[config.mk]
export PLATFORM = sky130hd
export DESIGN_NAME = acs_sequencer
export DESIGN_NICKNAME = d
export VERILOG_FILES = /design/src/pkg/acs_pkg.sv /design/src/design/acs_tad_div.sv /design/src/design/acs_sar.sv /design/src/design/acs_sequencer.sv
export SDC_FILE = /design/constraint.sdc
export NUM_CORES = 1
export LEC_CHECK = 0
export BUFFER_PORTS_ARGS = -buffer_cell sky130_fd_sc_hd__buf_2
export CORE_MARGIN = 4
export CORE_UTILIZATION = 45
export CTS_BUF_LIST = sky130_fd_sc_hd__clkbuf_8 sky130_fd_sc_hd__clkbuf_16
export DETAILED_ROUTE_END_ITERATION = 16
export HOLD_SLACK_MARGIN = 0.05
export PLACE_DENSITY = 0.67
export SYNTH_ARGS = -nofsm -noshare
export SYNTH_HDL_FRONTEND = slang
export SYNTH_SLANG_ARGS = --single-unit
[constraint.sdc]
create_clock -name clk_i -period 8.3 [get_ports clk_i]
set_clock_uncertainty 0.15 [all_clocks]
set_input_delay 1.66 -clock clk_i [delete_from_list [all_inputs] [get_ports clk_i]]
set_output_delay 1.66 -clock clk_i [all_outputs]
set_load 0.05 [all_outputs]
[src/pkg/acs_pkg.sv]
package acs_pkg;

    // Register byte offsets
    localparam logic [4:0] ACS_OFF_CTRL0 = 5'h00;
    localparam logic [4:0] ACS_OFF_CTRL1 = 5'h04;
    localparam logic [4:0] ACS_OFF_CTRL2 = 5'h08;
    localparam logic [4:0] ACS_OFF_RES_HI = 5'h0c;
    localparam logic [4:0] ACS_OFF_RES_LO = 5'h10;
    localparam logic [4:0] ACS_OFF_STATUS = 5'h14;

    // converter_control_zero fields
    localparam int ACS_C0_EN_BIT = 0;
    localparam int ACS_C0_GO_BIT = 1;
    localparam int ACS_C0_CHS_LSB = 2;
    localparam int ACS_CHS_W = 4;

    // converter_control_one fields
    localparam int ACS_C1_PCFG_LSB = 0;
    localparam int ACS_PCFG_W = 4;
    localparam int ACS_C1_VNEG_BIT = 4;
    localparam int ACS_C1_VPOS_BIT = 5;

    // converter_control_two fields
    localparam int ACS_C2_CLK_LSB = 0;
    localparam int ACS_C2_ACQ_LSB = 3;
    localparam int ACS_C2_FMT_BIT = 7;
    localparam logic [7:0] ACS_C2_MASK = 8'hbf;

    // Status fields
    localparam int ACS_ST_FLAG_BIT = 0;

    // Values after reset
    localparam logic [7:0] ACS_CTRL0_RST = 8'h00;
    localparam logic [7:0] ACS_CTRL1_RST = 8'h00;
    localparam logic [7:0] ACS_CTRL2_RST = 8'h00;
    localparam logic [2:0] ACS_ACQ_MANUAL = 3'h0;

    // Conversion clock period counts and result width
    localparam logic [4:0] ACS_HOLDOFF_TADS = 5'h03;
    localparam logic [3:0] ACS_CONV_TADS = 4'hb;
    localparam int ACS_RES_W = 10;

    typedef enum logic [2:0] {
        ACS_ST_OFF,
        ACS_ST_SAMPLE,
        ACS_ST_ACQ,
        ACS_ST_CONV,
        ACS_ST_HOLDOFF
    } acs_state_e;

endpackage : acs_pkg

[src/design/acs_tad_div.sv]
`timescale 1ns/10ps
`default_nettype none
module acs_tad_div
    import acs_pkg::*;
(
    // Clock and reset
    input wire logic clk_i,
    input wire logic rst_i,
    // Control
    input wire logic [2:0] clk_sel_i,
    input wire logic rc_tick_i,
    input wire logic sleep_i,
    // Conversion clock enable
    output logic tad_en_o
);

    logic [5:0] cnt_ff;
    logic rc_sel;

    // Conversion clock period minus one, in system clocks
    function automatic logic [5:0] acs_div_last(input logic [2:0] sel);
        case (sel)
            3'h0: acs_div_last = 6'h01;
            3'h4: acs_div_last = 6'h03;
            3'h1: acs_div_last = 6'h07;
            3'h5: acs_div_last = 6'h0f;
            3'h2: acs_div_last = 6'h1f;
            3'h6: acs_div_last = 6'h3f;
            default: acs_div_last = 6'h01;
        endcase
    endfunction : acs_div_last

    assign rc_sel = (clk_sel_i[1:0] == 2'h3);

    always_ff @(posedge clk_i) begin
        if (rst_i || rc_sel || sleep_i) begin
            cnt_ff <= 6'h00;
        end else if (cnt_ff >= acs_div_last(clk_sel_i)) begin
            cnt_ff <= 6'h00;
        end else begin
            cnt_ff <= cnt_ff + 6'h01;
        end
    end

    // Only the RC source keeps ticking in sleep
    always_comb begin
        if (rc_sel) begin
            tad_en_o = rc_tick_i;
        end else begin
            tad_en_o = !sleep_i && (cnt_ff >= acs_div_last(clk_sel_i));
        end
    end

endmodule : acs_tad_div
`default_nettype wire

[src/design/acs_sar.sv]
`timescale 1ns/10ps
`default_nettype none
module acs_sar
    import acs_pkg::*;
(
    // Clock and reset
    input wire logic clk_i,
    input wire logic rst_i,
    // Control
    input wire logic tad_en_i,
    input wire logic start_i,
    input wire logic abort_i,
    // Comparator, high when held sample is at or above trial level
    input wire logic comp_i,
    // Outputs
    output logic [ACS_RES_W-1:0] dac_code_o,
    output logic busy_o,
    output logic done_o,
    output logic [ACS_RES_W-1:0] result_o
);

    logic [ACS_RES_W-1:0] trial_ff;
    logic [3:0] step_ff;
    logic busy_ff;
    logic done_ff;
    logic [ACS_RES_W-1:0] result_ff;
    logic [ACS_RES_W-1:0] nxt_trial;
    logic [3:0] bit_idx;

    assign bit_idx = 4'(ACS_CONV_TADS - 4'h1 - step_ff);

    // Keep or drop the tested bit, then try the next lower one
    always_comb begin
        nxt_trial = trial_ff;
        if (!comp_i) begin
            nxt_trial[bit_idx] = 1'b0;
        end
        if (bit_idx != 4'h0) begin
            nxt_trial[bit_idx - 4'h1] = 1'b1;
        end
    end

    always_ff @(posedge clk_i) begin
        if (rst_i || abort_i) begin
            busy_ff <= 1'b0;
            step_ff <= 4'h0;
            trial_ff <= 10'h000;
        end else if (start_i) begin
            busy_ff <= 1'b1;
            step_ff <= 4'h0;
            trial_ff <= 10'h200;
        end else if (busy_ff && tad_en_i) begin
            step_ff <= step_ff + 4'h1;
            if (step_ff != 4'h0) begin
                trial_ff <= nxt_trial;
            end
            if (step_ff == ACS_CONV_TADS - 4'h1) begin
                busy_ff <= 1'b0;
            end
        end
    end

    always_ff @(posedge clk_i) begin
        if (rst_i) begin
            done_ff <= 1'b0;
        end else begin
            done_ff <= busy_ff && tad_en_i && !abort_i
                && (step_ff == ACS_CONV_TADS - 4'h1);
        end
    end

    // Partial results never reach result_o; only the final code is captured
    always_ff @(posedge clk_i) begin
        if (busy_ff && tad_en_i && !abort_i
            && (step_ff == ACS_CONV_TADS - 4'h1)) begin
            result_ff <= nxt_trial;
        end
    end

    assign dac_code_o = trial_ff;
    assign busy_o = busy_ff;
    assign done_o = done_ff;
    assign result_o = result_ff;

endmodule : acs_sar
`default_nettype wire

[src/design/acs_sequencer.sv]
// How it works
// - Reset clears control and status registers, disables, aborts conversion
// - Completion loads result, clears start, sets flag
// - Reset leaves result registers untouched
// - Acquisition field programs 2 to 20 periods
// - Nonzero acquisition samples, then converts automatically
// - Manual mode: start stops sampling, converts
// - Acquisition field resets to manual
// - After conversion, resume sampling selected channel
// - No status exposes acquisition versus conversion
// - Three periods between conversion end and acquisition
// - Sleep conversion only with internal RC clock
// - Software selects supply or external reference
// - Result by successive approximation of held sample
// - Conversion takes eleven conversion clock periods
// - Clearing start aborts, result keeps old value
// - Compare trigger sets start only when enabled
//
// The Avalon-MM register port and the placing of the registers were chosen for this implementation.
`timescale 1ns/10ps
`default_nettype none
module acs_sequencer
    import acs_pkg::*;
(
    // Clock and reset
    input wire logic clk_i,
    input wire logic rst_i,
    // Avalon-MM slave
    input wire logic [4:0] avs_address_i,
    input wire logic avs_read_i,
    input wire logic avs_write_i,
    input wire logic [31:0] avs_writedata_i,
    input wire logic [3:0] avs_byteenable_i,
    output logic [31:0] avs_readdata_o,
    output logic avs_waitrequest_o,
    // System
    input wire logic trigger_i,
    input wire logic sleep_i,
    input wire logic rc_tick_i,
    // Analog front end
    input wire logic comp_i,
    output logic sample_o,
    output logic [ACS_RES_W-1:0] dac_code_o,
    output logic [ACS_CHS_W-1:0] channel_o,
    output logic [ACS_PCFG_W-1:0] port_cfg_o,
    output logic vref_pos_ext_o,
    output logic vref_neg_ext_o
);

    acs_state_e state_ff;
    acs_state_e nxt_state;
    logic [7:0] ctrl0_ff;
    logic [7:0] ctrl1_ff;
    logic [7:0] ctrl2_ff;
    logic [7:0] res_hi_ff;
    logic [7:0] res_lo_ff;
    logic flag_ff;
    logic go_ff;
    logic ack_ff;
    logic [31:0] readdata_ff;
    logic [4:0] cnt_ff;
    logic [4:0] nxt_cnt;
    logic tad_en;
    logic sar_start;
    logic sar_abort;
    logic sar_busy;
    logic sar_done;
    logic [ACS_RES_W-1:0] sar_result;
    logic wr_take;
    logic wr_lane0;
    logic enable;
    logic sw_go_write;
    logic sw_go_value;
    logic [2:0] acq_code;

    // Acquisition code to conversion clock periods
    function automatic logic [4:0] acs_acq_tads(input logic [2:0] code);
        case (code)
            3'h1: acs_acq_tads = 5'd2;
            3'h2: acs_acq_tads = 5'd4;
            3'h3: acs_acq_tads = 5'd6;
            3'h4: acs_acq_tads = 5'd8;
            3'h5: acs_acq_tads = 5'd12;
            3'h6: acs_acq_tads = 5'd16;
            3'h7: acs_acq_tads = 5'd20;
            default: acs_acq_tads = 5'd0;
        endcase
    endfunction : acs_acq_tads

    // Bus address decode helper for reads and writes
    function automatic logic acs_hit(input logic [4:0] addr,
                                     input logic [4:0] off);
        acs_hit = (addr == off);
    endfunction : acs_hit

    acs_tad_div u_tad_div (
        .clk_i(clk_i),
        .rst_i(rst_i),
        .clk_sel_i(ctrl2_ff[ACS_C2_CLK_LSB +: 3]),
        .rc_tick_i(rc_tick_i),
        .sleep_i(sleep_i),
        .tad_en_o(tad_en)
    );

    acs_sar u_sar (
        .clk_i(clk_i),
        .rst_i(rst_i),
        .tad_en_i(tad_en),
        .start_i(sar_start),
        .abort_i(sar_abort),
        .comp_i(comp_i),
        .dac_code_o(dac_code_o),
        .busy_o(sar_busy),
        .done_o(sar_done),
        .result_o(sar_result)
    );

    // Bus slave: one wait cycle on every access
    assign avs_waitrequest_o = (avs_read_i || avs_write_i) && !ack_ff;
    assign wr_take = avs_write_i && ack_ff;
    assign wr_lane0 = wr_take && avs_byteenable_i[0];

    always_ff @(posedge clk_i) begin
        if (rst_i) begin
            ack_ff <= 1'b0;
        end else begin
            ack_ff <= (avs_read_i || avs_write_i) && !ack_ff;
        end
    end

    // Status holds only the flag; the sequencer phase stays hidden
    always_ff @(posedge clk_i) begin
        if (rst_i) begin
            readdata_ff <= 32'h0000_0000;
        end else if (avs_read_i && !ack_ff) begin
            if (acs_hit(avs_address_i, ACS_OFF_CTRL0)) begin
                readdata_ff <= {24'h00_0000, ctrl0_ff[7:2], go_ff,
                    ctrl0_ff[ACS_C0_EN_BIT]};
            end else if (acs_hit(avs_address_i, ACS_OFF_CTRL1)) begin
                readdata_ff <= {24'h00_0000, ctrl1_ff};
            end else if (acs_hit(avs_address_i, ACS_OFF_CTRL2)) begin
                readdata_ff <= {24'h00_0000, ctrl2_ff};
            end else if (acs_hit(avs_address_i, ACS_OFF_RES_HI)) begin
                readdata_ff <= {24'h00_0000, res_hi_ff};
            end else if (acs_hit(avs_address_i, ACS_OFF_RES_LO)) begin
                readdata_ff <= {24'h00_0000, res_lo_ff};
            end else if (acs_hit(avs_address_i, ACS_OFF_STATUS)) begin
                readdata_ff <= {31'h0000_0000, flag_ff};
            end else begin
                readdata_ff <= 32'h0000_0000;
            end
        end
    end

    assign avs_readdata_o = readdata_ff;

    // Control registers
    always_ff @(posedge clk_i) begin
        if (rst_i) begin
            ctrl0_ff <= ACS_CTRL0_RST;
        end else if (wr_lane0 && acs_hit(avs_address_i, ACS_OFF_CTRL0)) begin
            ctrl0_ff <= {avs_writedata_i[7:2], 1'b0,
                avs_writedata_i[ACS_C0_EN_BIT]};
        end
    end

    always_ff @(posedge clk_i) begin
        if (rst_i) begin
            ctrl1_ff <= ACS_CTRL1_RST;
        end else if (wr_lane0 && acs_hit(avs_address_i, ACS_OFF_CTRL1)) begin
            ctrl1_ff <= {2'h0, avs_writedata_i[5:0]};
        end
    end

    always_ff @(posedge clk_i) begin
        if (rst_i) begin
            ctrl2_ff <= ACS_CTRL2_RST;
        end else if (wr_lane0 && acs_hit(avs_address_i, ACS_OFF_CTRL2)) begin
            ctrl2_ff <= avs_writedata_i[7:0] & ACS_C2_MASK;
        end
    end

    assign enable = ctrl0_ff[ACS_C0_EN_BIT];
    assign acq_code = ctrl2_ff[ACS_C2_ACQ_LSB +: 3];
    assign channel_o = ctrl0_ff[ACS_C0_CHS_LSB +: ACS_CHS_W];
    assign port_cfg_o = ctrl1_ff[ACS_C1_PCFG_LSB +: ACS_PCFG_W];
    assign vref_pos_ext_o = ctrl1_ff[ACS_C1_VPOS_BIT];
    assign vref_neg_ext_o = ctrl1_ff[ACS_C1_VNEG_BIT];

    assign sw_go_write = wr_lane0 && acs_hit(avs_address_i, ACS_OFF_CTRL0);
    assign sw_go_value = avs_writedata_i[ACS_C0_GO_BIT]
        && avs_writedata_i[ACS_C0_EN_BIT];

    // Start bit: sets win over the completion clear
    always_ff @(posedge clk_i) begin
        if (rst_i) begin
            go_ff <= 1'b0;
        end else if (sw_go_write) begin
            go_ff <= sw_go_value;
        end else if (!enable) begin
            go_ff <= 1'b0;
        end else if (trigger_i) begin
            go_ff <= 1'b1;
        end else if (sar_done) begin
            go_ff <= 1'b0;
        end
    end

    // Completion flag, write one to clear; a new completion wins
    always_ff @(posedge clk_i) begin
        if (rst_i) begin
            flag_ff <= 1'b0;
        end else if (sar_done) begin
            flag_ff <= 1'b1;
        end else if (wr_lane0 && acs_hit(avs_address_i, ACS_OFF_STATUS)
                     && avs_writedata_i[ACS_ST_FLAG_BIT]) begin
            flag_ff <= 1'b0;
        end
    end

    // Result pair has no reset so its power-up contents stay as found
    always_ff @(posedge clk_i) begin
        if (sar_done) begin
            if (ctrl2_ff[ACS_C2_FMT_BIT]) begin
                res_hi_ff <= {6'h00, sar_result[9:8]};
            end else begin
                res_hi_ff <= sar_result[9:2];
            end
        end else if (wr_lane0 && acs_hit(avs_address_i, ACS_OFF_RES_HI)) begin
            res_hi_ff <= avs_writedata_i[7:0];
        end
    end

    always_ff @(posedge clk_i) begin
        if (sar_done) begin
            if (ctrl2_ff[ACS_C2_FMT_BIT]) begin
                res_lo_ff <= sar_result[7:0];
            end else begin
                res_lo_ff <= {sar_result[1:0], 6'h00};
            end
        end else if (wr_lane0 && acs_hit(avs_address_i, ACS_OFF_RES_LO)) begin
            res_lo_ff <= avs_writedata_i[7:0];
        end
    end

    // Sequencer
    always_comb begin
        nxt_state = state_ff;
        nxt_cnt = cnt_ff;
        sar_start = 1'b0;
        sar_abort = 1'b0;
        if (!enable) begin
            nxt_state = ACS_ST_OFF;
            sar_abort = sar_busy;
        end else begin
            case (state_ff)
                ACS_ST_OFF: begin
                    nxt_state = ACS_ST_SAMPLE;
                end
                ACS_ST_SAMPLE: begin
                    if (go_ff && acq_code == ACS_ACQ_MANUAL) begin
                        nxt_state = ACS_ST_CONV;
                        sar_start = 1'b1;
                    end else if (go_ff) begin
                        nxt_state = ACS_ST_ACQ;
                        nxt_cnt = acs_acq_tads(acq_code);
                    end
                end
                ACS_ST_ACQ: begin
                    if (!go_ff) begin
                        nxt_state = ACS_ST_SAMPLE;
                    end else if (tad_en && cnt_ff == 5'd1) begin
                        nxt_state = ACS_ST_CONV;
                        sar_start = 1'b1;
                    end else if (tad_en) begin
                        nxt_cnt = cnt_ff - 5'd1;
                    end
                end
                ACS_ST_CONV: begin
                    if (sar_done) begin
                        nxt_state = ACS_ST_HOLDOFF;
                        nxt_cnt = ACS_HOLDOFF_TADS;
                    end else if (!go_ff) begin
                        nxt_state = ACS_ST_HOLDOFF;
                        nxt_cnt = ACS_HOLDOFF_TADS;
                        sar_abort = 1'b1;
                    end
                end
                ACS_ST_HOLDOFF: begin
                    if (tad_en && cnt_ff == 5'd1) begin
                        nxt_state = ACS_ST_SAMPLE;
                    end else if (tad_en) begin
                        nxt_cnt = cnt_ff - 5'd1;
                    end
                end
                default: begin
                    nxt_state = ACS_ST_OFF;
                end
            endcase
        end
    end

    always_ff @(posedge clk_i) begin
        if (rst_i) begin
            state_ff <= ACS_ST_OFF;
            cnt_ff <= 5'd0;
        end else begin
            state_ff <= nxt_state;
            cnt_ff <= nxt_cnt;
        end
    end

    // Hold capacitor follows the channel only while sampling
    assign sample_o = enable && (state_ff == ACS_ST_ACQ || (state_ff ==
        ACS_ST_SAMPLE && !(go_ff && acq_code == ACS_ACQ_MANUAL)));

endmodule : acs_sequencer
`default_nettype wire

==> flow_summary.toml, run 1 <==
[outcome]
status = "complete, no violations"

[global_routing]
globalRouteOverflowTotal = 0
track_usage_pct = 18.2
grt_first_pass_wirelength_um = 18900
grt_antenna_before_repair = 0
grt_start_max_net_pins = 42
grt_pass1_vias = 3838

[floorplanning]
start_util_pct = 46.3
die_w_um = 114
die-area_um2 = 13000
die_height_um = 114
rows = 38
core_um2 = 10900
io_pins = 103

[power]
ir_drop_v = 0.000137
p_total_mw = 0.949
p_per_area_nw_per_um2 = 172
leakage_nw = 2.11

[sta]
worstMarginPinSlew_ns = 1.25
finalCriticalPeriod_ns = 3.96
hold_viol_final = 0
slew_violations = 0
period_share_pct = 47.8
fmax_mhz = 252
setup_ws_ns = 4.34
setup_viol = 0
relSlewSlack_pct = 15.7
tns_ns = 0
rsz0062_at_grt = "no"

[cts]
cts_sinks = 87
post-cts-setup-buffers = 0
clk_pin_slew_ns = 0.06
htreeDepth = 3
cts_max_path_buffers = 2
cts_resized = 0
cts_tree = "done"
clk_latency_ns = 0.34
clockRootBuffer = "clkbuf_16"
hold_buffers = 0
cts_buffers = 9

[final_layout]
layout.nets = 647
area_growth_pct = 9.12
num_antenna_cells = 0
drive_above_1_share_pct = 15.1

[detailed_routing]
viasPerCell = 5.74
drc = 0
highest_layer = "met4"
drtAntennaViolNets = 0
wl_met3_um = 667
met2_length_um = 5630
vias = 4150
drt-pass1-iter-count = 4
drt-total-wl_um = 11900
met1Wirelength_um = 5420
drtIter0Drc = 229
wl_per_cell_um = 16.4

[setup_path]
crit_chain = "buf_2 -> nor2_1 -> nor2_1 -> buf_2"
worstSetupStartpointType = "input port"
endpoint_kind = "primary output"
worstPathArrival_ns = 2.15
critical_path.startpoint = "avs_write_i"
r2r_cells = 8
rrSetupSlack_ns = 4.69
cp.required_ns = 6.49
reg2reg_from = "ctrl2_ff[1]"
slowest_stage = "buf_2"
critical_path.max_stage_delay_ns = 0.20
critical_path_class = "input port to primary output"
r2r-end = "u_sar.result_o[1]"
cp_max_fo = 2

[logic_synthesis]
synth-seq-cells = 87
yosys.area.top_type = "dfxtp_1"
synth_top_area_share_pct = 24.1
postSynthAreaPerCell_um2 = 9.12
ys.flop_type = "dfxtp_1"
synth-warning-count = 0
async_reset_ff_share_pct = 0
synth_edf_count = 26
synth_area_leaders = "dfxtp_1 24%, edfxtp_1 15%, ha_1 4.9%, buf_4 4.4%, nor2_1 4.2%"
synth_cells = 555
yosysSeqAreaShare_pct = 39.6
ys_types = 74
syn-cell-area_um2 = 5060

[place]
dp_hpwl_um = 8630
gp_congestion = 0.839
portBuffers = 51
pre_cts_slack_ns = 3.98

[worst_hold_path]
worstHoldPathType = "flop to flop"
hold_start = "ctrl0_ff[7]"
hold_path_depth = 2
min_to = "ctrl0_ff[7]"

[job]
cap_viol_max_count = 0
-- stage by stage --
step                instances  area, µm²  hold slack [ns]  utilization [%]
floorplan                 578       5150            0.280                -
global placement          707       5210            0.292             47.6
detailed placement        707       5210            0.297             47.6
CTS                       723       5520            0.306             50.5
global route              723       5520            0.350             50.5
finish                    723       5520            0.309             50.5
-- where the power goes --
| group | total, mW | internal, mW | switching (mW) |
|---|---|---|---|
| Clock | 0.425 | 0.262 | 0.163 |
| Sequential | 0.443 | 0.440 | 0.00230 |
| Combinational | 0.0815 | 0.0173 | 0.0642 |
| Total | 0.949 | 0.719 | 0.230 |
-- worst max path at each step --
stage | endpoint | slack [ns] | depth (start not counted)
after floorplan | avs_waitrequest_o | 4.15 | 2
after global placement | u_sar.result_o[8] | 4.11 | 5
after detailed placement | u_sar.result_o[1] | 3.98 | 5
after CTS | avs_waitrequest_o | 4.33 | 4
after global routing | u_sar.result_o[1] | 4.20 | 5
final | avs_waitrequest_o | 4.34 | 4
-- cells in the final DEF (no fill, tap or decap), types with 9 or more instances in the layout --
cell type  synthesis  routed
clkbuf_16          0       9
nand2_1           27      27
o21ai_0           18      18
inv_1             19      21
ha_1              20      20
o211a_1            9       9
nor2_1            57      57
a21oi_1           36      36
a21o_1            15      15
mux2i_1           21      21
edfxtp_1          26      26
o211ai_1           9       9
nor3_1            12      12
a31oi_1           10      10
buf_2             12      51
nor2b_1           13      13
conb_1             1      24
nand3_1           23      23
dfxtp_1           61      61
-- flip-flops by register name (all words and copies together), names as in the netlist --
name	count
u_sar.dac_code_o	10
u_sar.result_o	10
avs_readdata_o	8
res_hi_ff	8
res_lo_ff	8
ctrl0_ff	7
ctrl2_ff	7
ctrl1_ff	6
u_tad_div.cnt_ff	6
cnt_ff	5
u_sar.step_ff	4
state_ff	3
ack_ff	1
flag_ff	1
go_ff	1
u_sar.busy_o	1
u_sar.done_o	1
-- worst max-delay path: cells and delay by family --
family,cells,cell delay [ns]
and+or+nand+nor,2,0.18
buffers and inverters,2,0.30
-- final cells by class --
type / instances / area [µm²]
repair buffers: 51 / 255
well taps: 140 / 175
flip-flops and latches: 87 / 2000
multi-input cells: 410 / 2710
clock buffers: 9 / 225
fillers: 1023 / 5410
clock inverters: 7 / 88.8
inverters: 19 / 71.3
-- cell usage after synthesis, types with 3 or more instances --
| cell | n |
|---|---|
| dfxtp_1 | 61 |
| nor2_1 | 57 |
| a21oi_1 | 36 |
| buf_4 | 30 |
| nand2_1 | 27 |
| edfxtp_1 | 26 |
| nand3_1 | 23 |
| mux2i_1 | 21 |
| ha_1 | 20 |
| inv_1 | 19 |
| o21ai_0 | 18 |
| clkbuf_1 | 17 |
| a21o_1 | 15 |
| nor2b_1 | 13 |
| buf_2 | 12 |
| nor3_1 | 12 |
| a31oi_1 | 10 |
| o211a_1 | 9 |
| o211ai_1 | 9 |
| a22o_1 | 7 |
| a21oi_2 | 6 |
| nand2b_1 | 5 |
| xnor2_1 | 5 |
| a211oi_1 | 4 |
| a222oi_1 | 4 |
| a22oi_1 | 4 |
| nand4_1 | 4 |
| nor4_1 | 4 |
| a21boi_0 | 3 |
| a21boi_1 | 3 |
| a221oi_1 | 3 |
| a311oi_1 | 3 |
| and2_1 | 3 |
| and3_1 | 3 |
| nand3b_1 | 3 |
| nand4b_1 | 3 |
| o21a_1 | 3 |
| or3_1 | 3 |
| xor2_1 | 3 |
-- kinds of logic after synthesis --
logic type / count (synthesis) / synth area share, %
buf+inv: 81 / 8.70
simple gates: 178 / 18.3
xor+xnor: 8 / 1.38
mux: 24 / 5.04
other cells: 1 / 0.0741
flops: 87 / 39.6
fa+ha+maj: 20 / 4.94
compound gates: 156 / 22.0
-- layer usage --
| layer | global-route usage, % | up-vias |
|---|---|---|
| met2 | 29.0 | 120 |
| met5 | 0 | - |
| met4 | 4.83 | 0 |
| met3 | 5.29 | 11 |
| li1 | - | 2032 |
| met1 | 24.1 | 1987 |
Power figures use the tool's default switching activity.
==> inputs of run 2 (changes only) <==
==> constraint.sdc (replaced) <==
create_clock -name clk_i -period 4 [get_ports clk_i]
set_clock_uncertainty 0.15 [all_clocks]
set_input_delay 0.8 -clock clk_i [delete_from_list [all_inputs] [get_ports clk_i]]
set_output_delay 0.8 -clock clk_i [all_outputs]
set_load 0.05 [all_outputs]
==> flow_summary.toml, run 2 (synthesis results as in run 1) <==
[cts]
hold_buffers = 0
post-cts-setup-buffers = 0
cts_buffers = 9
htreeDepth = 3
cts_resized = 0
cts_tree = "done"
cts_max_path_buffers = 2
clk_latency_ns = 0.34
clockRootBuffer = "clkbuf_16"
clk_pin_slew_ns = 0.06
cts_sinks = 87

[detailed_routing]
wl_per_cell_um = 16.2
vias = 4151
drc = 0
drtAntennaViolNets = 0
drt-pass1-iter-count = 5
drt-total-wl_um = 11800
drtIter0Drc = 271
viasPerCell = 5.72

[floorplanning]
die-area_um2 = 13000
io_pins = 103
die_height_um = 114
core_um2 = 10900
start_util_pct = 46.3
die_w_um = 114
rows = 38

[place]
place_inst = 710
dp_hpwl_um = 8590
pre_cts_slack_ns = 0.953
gp_congestion = 0.846
portBuffers = 51
placed_cell_area_um2 = 5230

[final_layout]
area_growth_pct = 9.27
final_cells = 726
num_antenna_cells = 0
final_common_cell = "dfxtp_1"
final_core_util_pct = 50.6
design_area_um2 = 5530
layout.nets = 650
drive_above_1_share_pct = 15.5
layout_common_cells = "61 x dfxtp_1, 57 x nor2_1, 51 x buf_2"

[sta]
fmax_mhz = 341
rsz0062_at_grt = "no"
worstMarginPinSlew_ns = 0.835
setup_viol = 0
hold_viol_final = 0
tns_ns = 0
period_share_pct = 73.4
setup_ws_ns = 1.06
relSlewSlack_pct = 43.8
whs_ns = 0.313
finalCriticalPeriod_ns = 2.94
slew_violations = 0

[global_routing]
grt_start_max_net_pins = 42
track_usage_pct = 18.5
globalRouteOverflowTotal = 0
grt_first_pass_wirelength_um = 19400
grt_antenna_before_repair = 0
grt_pass1_vias = 3852

[outcome]
status = "complete, no violations"

[setup_path]
worstPathArrival_ns = 2.88
endpoint_kind = "flop"
critical_path_class = "flop to flop"
rrSetupSlack_ns = 1.06
cp.required_ns = 3.95
cp_max_fo = 10
worstSetupStartpointType = "flop"

[power]
p_total_mw = 1.93
leakage_nw = 2.12
ir_drop_v = 0.000277
p_per_area_nw_per_um2 = 349

[job]
cap_viol_max_count = 0

[worst_hold_path]
worstHoldPathType = "flop to flop"
## run 2: changes by cell type in the layout (fill, tap and decap cells not counted), sizes merged
| cell | delta |
|---|---|
| inv | -1 |
| bufinv | -1 |
| clkbuf | +1 |
| clkinvlp | -1 |
| buf | +3 |
| clkinv | +2 |
## run 2: area by class of cell
cell class,instances,area (µm²)
Clock buffer,10,239
Tap cell,140,175
Multi-Input combinational cell,410,2710
Fill cell,1029,5410
Timing Repair Buffer,54,278
Inverter,19,71.3
Clock inverter,6,60.1
Sequential cell,87,2000
## run 2: final timing paths
check                            startpoint                end  depth (start not counted)
worst min register to register  ctrl0_ff[7]        ctrl0_ff[7]                          2
worst max register to register  ctrl2_ff[0]  u_sar.result_o[7]                          9
worst max-delay path            ctrl2_ff[0]  u_sar.result_o[7]                          9
worst min-delay path            ctrl0_ff[7]        ctrl0_ff[7]                          2
## run 2: worst max-delay path, cell delays in order (launching register included)
cell and delay, ns:
dfxtp_1 0.42, inv_1 0.12, ha_1 0.32, a21oi_1 0.16, ha_1 0.25, a21oi_1 0.23
o21ai_2 0.15, o211ai_1 0.54, nor3_1 0.13, buf_4 0.21
## run 2: metal layers
metal	routed length, µm	part of all wire (%)	vias to the layer above	global-route usage (%)
met3	845	7.2	8	4.76
met4	121	1.0	0	4.83
met1	5170	44	1970	25.1
met5	0	0	-	0
met2	5630	48	143	29.6
li1	-	-	2030	-
## run 2: power by group
group	switching [mW]	internal, mW
combinational	0.132	0.0366
sequential	0.00480	0.913
clock	0.346	0.499
